--- src/hw/boot_fetch_defs.svh ---
`ifndef BOOT_FETCH_DEFS_SVH
`define BOOT_FETCH_DEFS_SVH
`define CMD_ADDR_FIRST 24'h000008
`define CMD_ADDR_STEP 24'h000008
`define CLK_PERIOD_NS 5
`define ADV_TO_DATA_NS 220
`define LOAD_DLY 8'h2c
`define EARLY_DLY 8'h2d
`define LATE_DLY 8'h2e
`define DONE_DLY 8'h30
`define BRANCH_CODE 4'h8
`endif

--- src/hw/boot_fetch_pkg.sv ---
package boot_fetch_pkg;
	typedef enum logic [3:0] {
		ST_IDLE = 4'h0,
		ST_REQ = 4'h1,
		ST_RESP = 4'h3,
		ST_ADV = 4'h2,
		ST_STROBE = 4'h6,
		ST_WAIT_AIN = 4'h7,
		ST_CHECK_UA = 4'h5,
		ST_CMD = 4'h4,
		ST_CMD_OUT = 4'hc,
		ST_DONE = 4'hd,
		ST_HALT = 4'h8
	} boot_state_e;

	typedef struct packed {
		logic [7:0] command;
		logic command_par;
		logic [23:0] data_addr;
		logic [2:0] data_addr_par;
		logic [4:0] flags;
		logic flags_par;
		logic [15:0] count;
		logic [1:0] count_par;
	} ccw_regs_s;

	typedef struct packed {
		logic [7:0] data;
		logic par;
	} bus_byte_s;

	typedef struct packed {
		logic req;
		logic [23:0] addr;
		logic addr_valid;
	} storage_req_s;
endpackage

--- src/hw/strobe_delay.sv ---
`timescale 1ns/100ps
`include "boot_fetch_defs.svh"
// derives one delayed strobe per tap from a single advance pulse
module strobe_delay import boot_fetch_pkg::*; #(
	parameter int TAPS = 4,
	parameter int CW = 8
) (
	input wire logic i_clock,
	input wire logic i_rst_n,
	input wire logic i_start,
	input wire logic [TAPS*CW-1:0] i_delays,
	output logic [TAPS-1:0] o_strobe
);
	typedef struct packed {
		logic run;
		logic [CW-1:0] cnt;
	} dly_state_s;
	dly_state_s s_q, s_d;

	initial begin
		if (TAPS < 1 || CW < 2)
			$error("strobe_delay: bad parameters");
	end

	always_comb begin
		s_d = s_q;
		if (i_start) begin
			s_d.run = 1'b1;
			s_d.cnt = '0;
		end else if (s_q.run) begin
			s_d.cnt = s_q.cnt + 1'b1;
			if (s_q.cnt == {CW{1'b1}})
				s_d.run = 1'b0;
		end
	end

	always_ff @(posedge i_clock or negedge i_rst_n) begin
		if (!i_rst_n)
			s_q <= '0;
		else
			s_q <= s_d;
	end

	// each tap is a compare, so strobes stay one cycle wide
	genvar g;
	generate
		for (g = 0; g < TAPS; g++) begin : g_tap
			assign o_strobe[g] = s_q.run &&
				(s_q.cnt == i_delays[g*CW +: CW]);
		end
	endgenerate
endmodule // strobe_delay

--- src/hw/boot_ccw_fetch.sv ---
`timescale 1ns/100ps
`include "boot_fetch_defs.svh"
// Notes on behaviour
// - boot fetches first command word doubleword from address eight
// - storage request sets storage-cycle latch held until cycle completes
// - adder gets command address plus eight; register unchanged till end
// - controller answers request; address driven only while response high
// - falling response edge latches adder result sixteen for later use
// - advance pulse yields load, early, late and complete strobes
// - load strobe splits word into command, address, flag, count
// - early strobe: branch command sets branch latches, program check
// - late strobe: reserved bits nonzero or count zero is check
// - no check: set word-valid, clear fetch latch after late strobe
// - late strobe moves incremented address into command address
// - second fetch flag set when either of the top two flag bits (chain flags) is set
// - gated address-in is address-in and valid; clock on with op-in
// - gated address-in samples unit byte; even parity is check
// - good parity unit byte compared; mismatch is interface check
// - command start: clear setup, run clock, gate command, check parity
// - low address bits go to byte counter, added to count, cleared
// - flip address byte parity if clearing bits changes parity
// - raise command-out, unit drops address-in, then drop command-out
// - any check halts the boot until manual restart
// - command-out rises at clock phase seven with good command parity
module boot_ccw_fetch import boot_fetch_pkg::*; (
	input wire logic i_clock,
	input wire logic i_rst_n,
	input wire logic i_start,
	input wire logic i_restart,
	input wire logic [7:0] i_unit_addr,
	input wire logic [31:0] i_delays,
	input wire logic i_storage_response,
	input wire logic i_storage_advance,
	input wire logic [63:0] i_storage_output_bus,
	input wire logic [7:0] i_storage_output_par,
	input wire logic i_address_in,
	input wire logic i_operational_in,
	input wire bus_byte_s i_bus_in,
	output storage_req_s o_storage,
	output logic o_command_out,
	output logic o_ccw_valid,
	output logic o_program_check,
	output logic o_if_control_check,
	output logic o_branch_latch,
	output logic o_gate_command,
	output logic o_clock_run,
	output logic o_second_fetch,
	output logic [23:0] o_cmd_addr,
	output ccw_regs_s o_ccw,
	output logic [2:0] o_byte_counter
);
	typedef struct packed {
		boot_state_e st;
		logic storage_req;
		logic storage_cycle;
		logic ccw_fetch;
		logic gate_adder;
		logic resp_prev;
		logic [23:0] cmd_addr;
		logic [23:0] adder_latch;
		ccw_regs_s ccw;
		logic ccw_valid;
		logic prog_check;
		logic if_check;
		logic branch;
		logic branch_cycle;
		logic setup;
		logic gate_cmd;
		logic clock_run;
		logic [2:0] phase;
		logic cmd_out;
		logic [2:0] byte_cnt;
		logic second_fetch;
	} boot_state_s;
	boot_state_s s_q, s_d;

	localparam int ADV_CYCLES = (`ADV_TO_DATA_NS / `CLK_PERIOD_NS);
	logic [3:0] strobe;
	logic gated_ain;
	logic halted;
	logic [18:0] count_sum;

	initial begin
		if (ADV_CYCLES < 1)
			$error("boot_ccw_fetch: advance delay under one cycle");
	end

	function automatic logic odd_par(input logic [7:0] b, input logic p);
		return ^{b, p};
	endfunction

	strobe_delay #(
		.TAPS(4),
		.CW(8)
	) u_strobes (
		.i_clock(i_clock),
		.i_rst_n(i_rst_n),
		.i_start(i_storage_advance && s_q.storage_cycle),
		.i_delays(i_delays),
		.o_strobe(strobe)
	);

	assign gated_ain = i_address_in && s_q.ccw_valid;
	assign halted = s_q.prog_check || s_q.if_check;
	assign count_sum = {3'h0, s_q.ccw.count} + {16'h0, s_q.ccw.data_addr[2:0]};

	always_comb begin
		s_d = s_q;
		s_d.resp_prev = i_storage_response;
		if (s_q.clock_run)
			s_d.phase = s_q.phase + 3'h1;
		if (i_restart) begin
			s_d = '0;
			s_d.cmd_addr = `CMD_ADDR_FIRST;
			s_d.resp_prev = i_storage_response;
		end else if (halted) begin
			s_d.st = ST_HALT;
			s_d.storage_req = 1'b0;
			s_d.cmd_out = 1'b0;
			s_d.clock_run = 1'b0;
		end else begin
			case (s_q.st)
				ST_IDLE: begin
					if (i_start) begin
						s_d.cmd_addr = `CMD_ADDR_FIRST;
						s_d.ccw_fetch = 1'b1;
						s_d.storage_req = 1'b1;
						s_d.storage_cycle = 1'b1;
						s_d.setup = 1'b1;
						s_d.ccw_valid = 1'b0;
						s_d.st = ST_REQ;
					end
				end
				ST_REQ: begin
					s_d.gate_adder = s_q.ccw_fetch;
					if (i_storage_response) begin
						s_d.storage_req = 1'b0;
						s_d.st = ST_RESP;
					end
				end
				ST_RESP: begin
					if (!i_storage_response && s_q.resp_prev) begin
						s_d.adder_latch = s_q.cmd_addr + `CMD_ADDR_STEP;
						s_d.st = ST_ADV;
					end
				end
				ST_ADV: begin
					if (i_storage_advance)
						s_d.st = ST_STROBE;
				end
				ST_STROBE: begin
					if (strobe[0]) begin
						s_d.ccw.command = i_storage_output_bus[63:56];
						s_d.ccw.command_par = i_storage_output_par[7];
						s_d.ccw.data_addr = i_storage_output_bus[55:32];
						s_d.ccw.data_addr_par = i_storage_output_par[6:4];
						s_d.ccw.flags = i_storage_output_bus[31:27];
						s_d.ccw.flags_par = i_storage_output_par[3];
						s_d.ccw.count = i_storage_output_bus[15:0];
						s_d.ccw.count_par = i_storage_output_par[1:0];
					end
					if (strobe[1] && i_storage_output_bus[59:56]
						== `BRANCH_CODE) begin
						s_d.branch = 1'b1;
						s_d.branch_cycle = 1'b1;
						s_d.prog_check = 1'b1;
					end
					if (strobe[2]) begin
						s_d.cmd_addr = s_q.adder_latch;
						s_d.gate_adder = 1'b0;
						if (i_storage_output_bus[26:25] != 2'h0 ||
							i_storage_output_bus[15:0] == 16'h0)
							s_d.prog_check = 1'b1;
						else begin
							s_d.ccw_valid = 1'b1;
							s_d.ccw_fetch = 1'b0;
							s_d.second_fetch = i_storage_output_bus[31] ||
								i_storage_output_bus[30];
						end
					end
					if (strobe[3]) begin
						s_d.storage_cycle = 1'b0;
						s_d.st = ST_WAIT_AIN;
					end
				end
				ST_WAIT_AIN: begin
					if (gated_ain && i_operational_in) begin
						s_d.clock_run = 1'b1;
						s_d.phase = 3'h0;
						s_d.st = ST_CHECK_UA;
					end
				end
				ST_CHECK_UA: begin
					if (!odd_par(i_bus_in.data, i_bus_in.par))
						s_d.if_check = 1'b1;
					else if (i_bus_in.data != i_unit_addr)
						s_d.if_check = 1'b1;
					else begin
						s_d.setup = 1'b0;
						s_d.gate_cmd = 1'b1;
						s_d.clock_run = 1'b1;
						s_d.st = ST_CMD;
					end
				end
				ST_CMD: begin
					if (!odd_par(s_q.ccw.command, s_q.ccw.command_par))
						s_d.if_check = 1'b1;
					else if (s_q.phase == 3'h4) begin
						s_d.byte_cnt = s_q.ccw.data_addr[2:0];
						s_d.ccw.count = count_sum[15:0];
						s_d.ccw.count_par[0] = ~^count_sum[7:0];
						s_d.ccw.count_par[1] = ~^count_sum[15:8];
						s_d.ccw.data_addr_par[0] = s_q.ccw.data_addr_par[0]
							^ (^s_q.ccw.data_addr[2:0]);
						s_d.ccw.data_addr[2:0] = 3'h0;
					end else if (s_q.phase == 3'h7 && gated_ain) begin
						s_d.cmd_out = 1'b1;
						s_d.st = ST_CMD_OUT;
					end
				end
				ST_CMD_OUT: begin
					if (!i_address_in) begin
						s_d.cmd_out = 1'b0;
						s_d.clock_run = 1'b0;
						s_d.st = ST_DONE;
					end
				end
				ST_DONE: begin
				end
				default: begin
					s_d.st = ST_HALT;
				end
			endcase
		end
	end

	always_ff @(posedge i_clock or negedge i_rst_n) begin
		if (!i_rst_n)
			s_q <= '0;
		else
			s_q <= s_d;
	end

	always_comb begin
		o_storage.req = s_q.storage_req;
		o_storage.addr_valid = i_storage_response && s_q.storage_cycle;
		o_storage.addr = (i_storage_response && s_q.storage_cycle) ?
			s_q.cmd_addr : 24'h0;
	end

	assign o_command_out = s_q.cmd_out;
	assign o_ccw_valid = s_q.ccw_valid;
	assign o_program_check = s_q.prog_check;
	assign o_if_control_check = s_q.if_check;
	assign o_branch_latch = s_q.branch;
	assign o_gate_command = s_q.gate_cmd;
	assign o_clock_run = s_q.clock_run;
	assign o_second_fetch = s_q.second_fetch;
	assign o_cmd_addr = s_q.cmd_addr;
	assign o_ccw = s_q.ccw;
	assign o_byte_counter = s_q.byte_cnt;
endmodule // boot_ccw_fetch

--- config.mk ---
export PLATFORM = sky130hd
export DESIGN_NAME = boot_ccw_fetch
export DESIGN_NICKNAME = d
export VERILOG_FILES = /design/src/hw/boot_fetch_pkg.sv /design/src/hw/strobe_delay.sv /design/src/hw/boot_ccw_fetch.sv
export VERILOG_INCLUDE_DIRS = /design/src /design/src/hw
export SDC_FILE = /design/constraint.sdc
export NUM_CORES = 1
export LEC_CHECK = 0
export BUFFER_PORTS_ARGS = -buffer_cell sky130_fd_sc_hd__buf_2
export CAP_MARGIN = 20
export CORE_AREA = 4 4 92 180
export CTS_CLUSTER_SIZE = 30
export DETAILED_ROUTE_END_ITERATION = 7
export DIE_AREA = 0 0 96 184
export GPL_TIMING_DRIVEN = 0
export PLACE_DENSITY = 0.85
export SETUP_SLACK_MARGIN = 0.5
export SYNTH_ARGS = -nofsm -noshare
export SYNTH_HDL_FRONTEND = slang
export SYNTH_SLANG_ARGS = --single-unit
--- constraint.sdc ---
create_clock -name i_clock -period 4.3 [get_ports i_clock]
set_input_delay 0.86 -clock i_clock [delete_from_list [all_inputs] [get_ports i_clock]]
set_output_delay 0.86 -clock i_clock [all_outputs]
set_load 0.02 [all_outputs]
==> impl_metrics.env <==
export IMPL_num_vias=8000
export IMPL_xor_xnor_share_of_the_synthesized_area_pct=10.45
export IMPL_status="finished, final reports clean"
export IMPL_post_syn_area_per_cell_sq_um=8.818
export IMPL_post_synth_and_or_nand_nor_area_fraction_pct=19.77
export IMPL_syn_area_sq_um=8457
export IMPL_placed_cells=1397
export IMPL_die_h_um=184
export IMPL_design_area_sq_um=10520
export IMPL_ys_async_sr_fraction_pct=100.0
export IMPL_path_class="reg -> reg"
export IMPL_detailedRoute_firstPassIterationCount=7
export IMPL_setup_viol=0
export IMPL_pre_cts_slack_ns=1.108
export IMPL_routed_wirelength_mm=25.29
export IMPL_clk_pin_slew_worst_paths_ns=0.07
export IMPL_setup_worst_path_start_class="flop"
export IMPL_synth_flop_cell="dfrtp_1"
export IMPL_cp_cell_sequence="ha_1 > inv_1 > fa_1 > nor2b_1 > nor2_1 > nor4_1 > nand3_1 > nor3_1 > a21oi_1 > o21ai_1"
export IMPL_post_synth_fa_ha_maj_area_fraction_pct=1.420
export IMPL_maxCapViolCount=0
export IMPL_ff_latch_area_sq_um=3453
export IMPL_fin_setup_tns_ns=0
export IMPL_wl_per_cell_um=17.67
export IMPL_numClockSinks=138
export IMPL_drcViolationCount=0
export IMPL_hpwlAfterDp_mm=19.43
export IMPL_power_per_cell_area_nw_per_um2=410.5
export IMPL_muxShareOfSynthArea_pct=0.9469
export IMPL_grt_antenna_before_repair=2
export IMPL_cts_tree="built"
export IMPL_min_period_ns=3.106
export IMPL_portBuffers=239
export IMPL_synth_commonest_cells="138 x dfrtp_1, 128 x nand2_1, 88 x buf_4"
export IMPL_synth_enable_flop_cells=0
export IMPL_cpPeakStageDelay_ns=0.71
export IMPL_dr_first_iter_drc_count=379
export IMPL_setup_repair_after_global_routing_missed_its_margin="no"
export IMPL_finalHoldViolCount=0
export IMPL_syn_nets=1097
export IMPL_grt_pass1_vias=8040
export IMPL_final_nets=1356
export IMPL_ctsResizeCount=0
export IMPL_timing_final_crit_share_pct=72.24
export IMPL_grt_max_degree=95
export IMPL_drive_gt1_share_pct=31.28
export IMPL_total_count_of_max_transition_violations_in_the_final_report=0
export IMPL_most_frequently_used_cell_type_in_the_post_synthesis_netlist="dfrtp_1"
export IMPL_cts_root_buffer_cell="clkbuf_16"
export IMPL_end_kind="flop"
export IMPL_design_core_area_sq_um=15290
export IMPL_vias_per_cell=5.590
export IMPL_design_portCount=250
export IMPL_synth_compound_gate_area_share_pct=15.21
export IMPL_achievable_freq_ghz=0.3219
export IMPL_design_die_area_sq_um=17660
export IMPL_fp_row_count=64
export IMPL_timing_critical_path_fanout_max=7
export IMPL_cts_hold_buffers_added=0
export IMPL_final_hold_worst_slack_ns=0.3713
export IMPL_cp_required_ns=4.64
export IMPL_synth_largest_area_cell="dfrtp_1"
export IMPL_synthCells=959
export IMPL_htree_num_levels=4
export IMPL_clk_latency_ns=0.41
export IMPL_synth_largest_type_area_fraction_pct=40.83
export IMPL_top_area_cells_in_the_synthesized_netlist="dfrtp_1 41%, buf_4 7.8%, xnor2_1 6.6%, nand2_1 5.7%, a21oi_1 4.2%"
export IMPL_worst_hold_path_type="in -> async"
export IMPL_timing_critical_path_arrival_ns=3.45
export IMPL_placed_area_sq_um=9935
export IMPL_initial_utilization_pct=55.29
export IMPL_synth_distinct_cells=64
export IMPL_fill_cells=1276
export IMPL_cts_path_max_buffers=2
export IMPL_postSynthRegisterBits=138
export IMPL_drtAntennaViolNets=0
export IMPL_gpl_final_weighted_congestion=0.9240
export IMPL_grt_use_total_pct=29.07
export IMPL_overflow=0
export IMPL_final_cells=1431
export IMPL_die_width_um=96
export IMPL_grt_pass1_wl_mm=39.88
export IMPL_worst_clock_skew_ns=0.01642
export IMPL_synth_warnings=0
export IMPL_cts_inserted_buffers=17
export IMPL_critical_path_slowest_cell="nor4_1"
export IMPL_ir_worst_vdd_uv=349.0
export IMPL_cts_repair_timing_setup_buffer_count=0
export IMPL_ys_seq_area_share_pct=40.83
export IMPL_multi_input_comb_area_sq_um=4041
export IMPL_main_combinational_cell_family_by_area_after_synthesis="simple AND/OR/NAND/NOR gates"
export IMPL_crit_family="simple AND/OR/NAND/NOR gates"
export IMPL_total_leakage_power_nw=5.178
export IMPL_critical_path_buffers_and_inverters=1
export IMPL_worst_margin_pin_slew_ns=0.9759
export IMPL_synth_to_final_area_change_pct=24.40
export IMPL_max_slew_margin_pct=33.26
export IMPL_worst_slack_ns=1.194
-- cell usage in the layout, fill, tap and decap left out, types with 8 or more instances in the layout --
master	n
a211oi_1	19
a21oi_1	71
a22o_1	27
and3_1	33
buf_2	250
buf_4	88
clkbuf_1	46
clkbuf_16	17
dfrtp_1	138
ha_1	8
inv_1	14
mux2i_1	8
nand2_1	128
nand3_1	26
nand4_1	18
nor2_1	72
nor2b_1	8
nor3_1	16
nor4_1	10
o21ai_0	30
o21ai_1	10
xnor2_1	64
xor2_1	24
-- cell type report --
cell class	count	area share (%)
repair buffers	240	11.69
inverters	14	0.4995
flip-flops and latches	138	32.83
multi-input cells	657	38.42
diodes	2	0.04757
clock buffers	17	4.044
clock inverters	15	1.475
plain buffers	150	8.647
well taps	198	2.355
-- logic make-up (layout without fill, tap and decap cells) --
family | Yosys count | in the layout
and+or+nand+nor | 347 | 347
AOI/OAI and AO/OA | 200 | 200
buffers and inverters | 164 | 436
DFF | 138 | 138
xor gates and xnor gates | 93 | 93
adders and majority gates | 9 | 9
muxes | 8 | 8
other | 0 | 2
-- metal layers --
metal	share of wire, %	track usage, %	routed length (um)
met1	34	30.86	8572
met2	56	53.61	14140
met3	5.5	4.302	1402
met4	4.6	14.77	1176
met5	0	0	0
-- registers in the layout, summed over array words and instances (netlist names) --
signal	flops
u_strobes.s_q	9
o_byte_counter	3
o_gate_command	1
o_ccw	60
o_cmd_addr	24
o_ccw_valid	1
o_branch_latch	1
o_clock_run	1
s_q	33
o_if_control_check	1
o_storage	1
o_command_out	1
o_second_fetch	1
o_program_check	1
-- worst register-to-register path, cell delays in order, from the launching register on --
cell and delay, ns:
dfrtp_1 0.49, ha_1 0.24, inv_1 0.06, fa_1 0.44
nor2b_1 0.44, nor2_1 0.16, nor4_1 0.71, nand3_1 0.15
nor3_1 0.17, a21oi_1 0.06, o21ai_1 0.13
-- power breakdown --
| part | internal [mW] | total (mW) | leakage, nW | switching, mW |
|---|---|---|---|---|
| clock | 0.820 | 1.45 | 0.285 | 0.626 |
| sequential | 1.40 | 1.50 | 1.88 | 0.107 |
| combinational | 0.540 | 1.37 | 3.01 | 0.829 |
| total | 2.76 | 4.32 | 5.18 | 1.56 |
-- through the flow --
step	total power [mW]	util [%]
floorplan	2.470	-
global placement	2.840	64.73
detailed placement	2.872	64.95
CTS	4.323	68.75
global route	4.538	68.78
finish	4.319	68.78
-- final timing paths --
path                          startpoint             to  slack, ns  cells after the start
max in group asynchronous        i_rst_n    o_clock_run       3.12                      2
hold reg to reg            o_command_out  o_command_out       0.48                      1
setup reg to reg               o_ccw[27]      o_ccw[16]       1.19                     10
setup / recovery               o_ccw[27]      o_ccw[16]       1.19                     10
min in group i_clock       o_command_out  o_command_out       0.48                      1
hold / removal                   i_rst_n      o_ccw[18]       0.37                      1
Note: power is estimated with default switching activity, not from simulation.
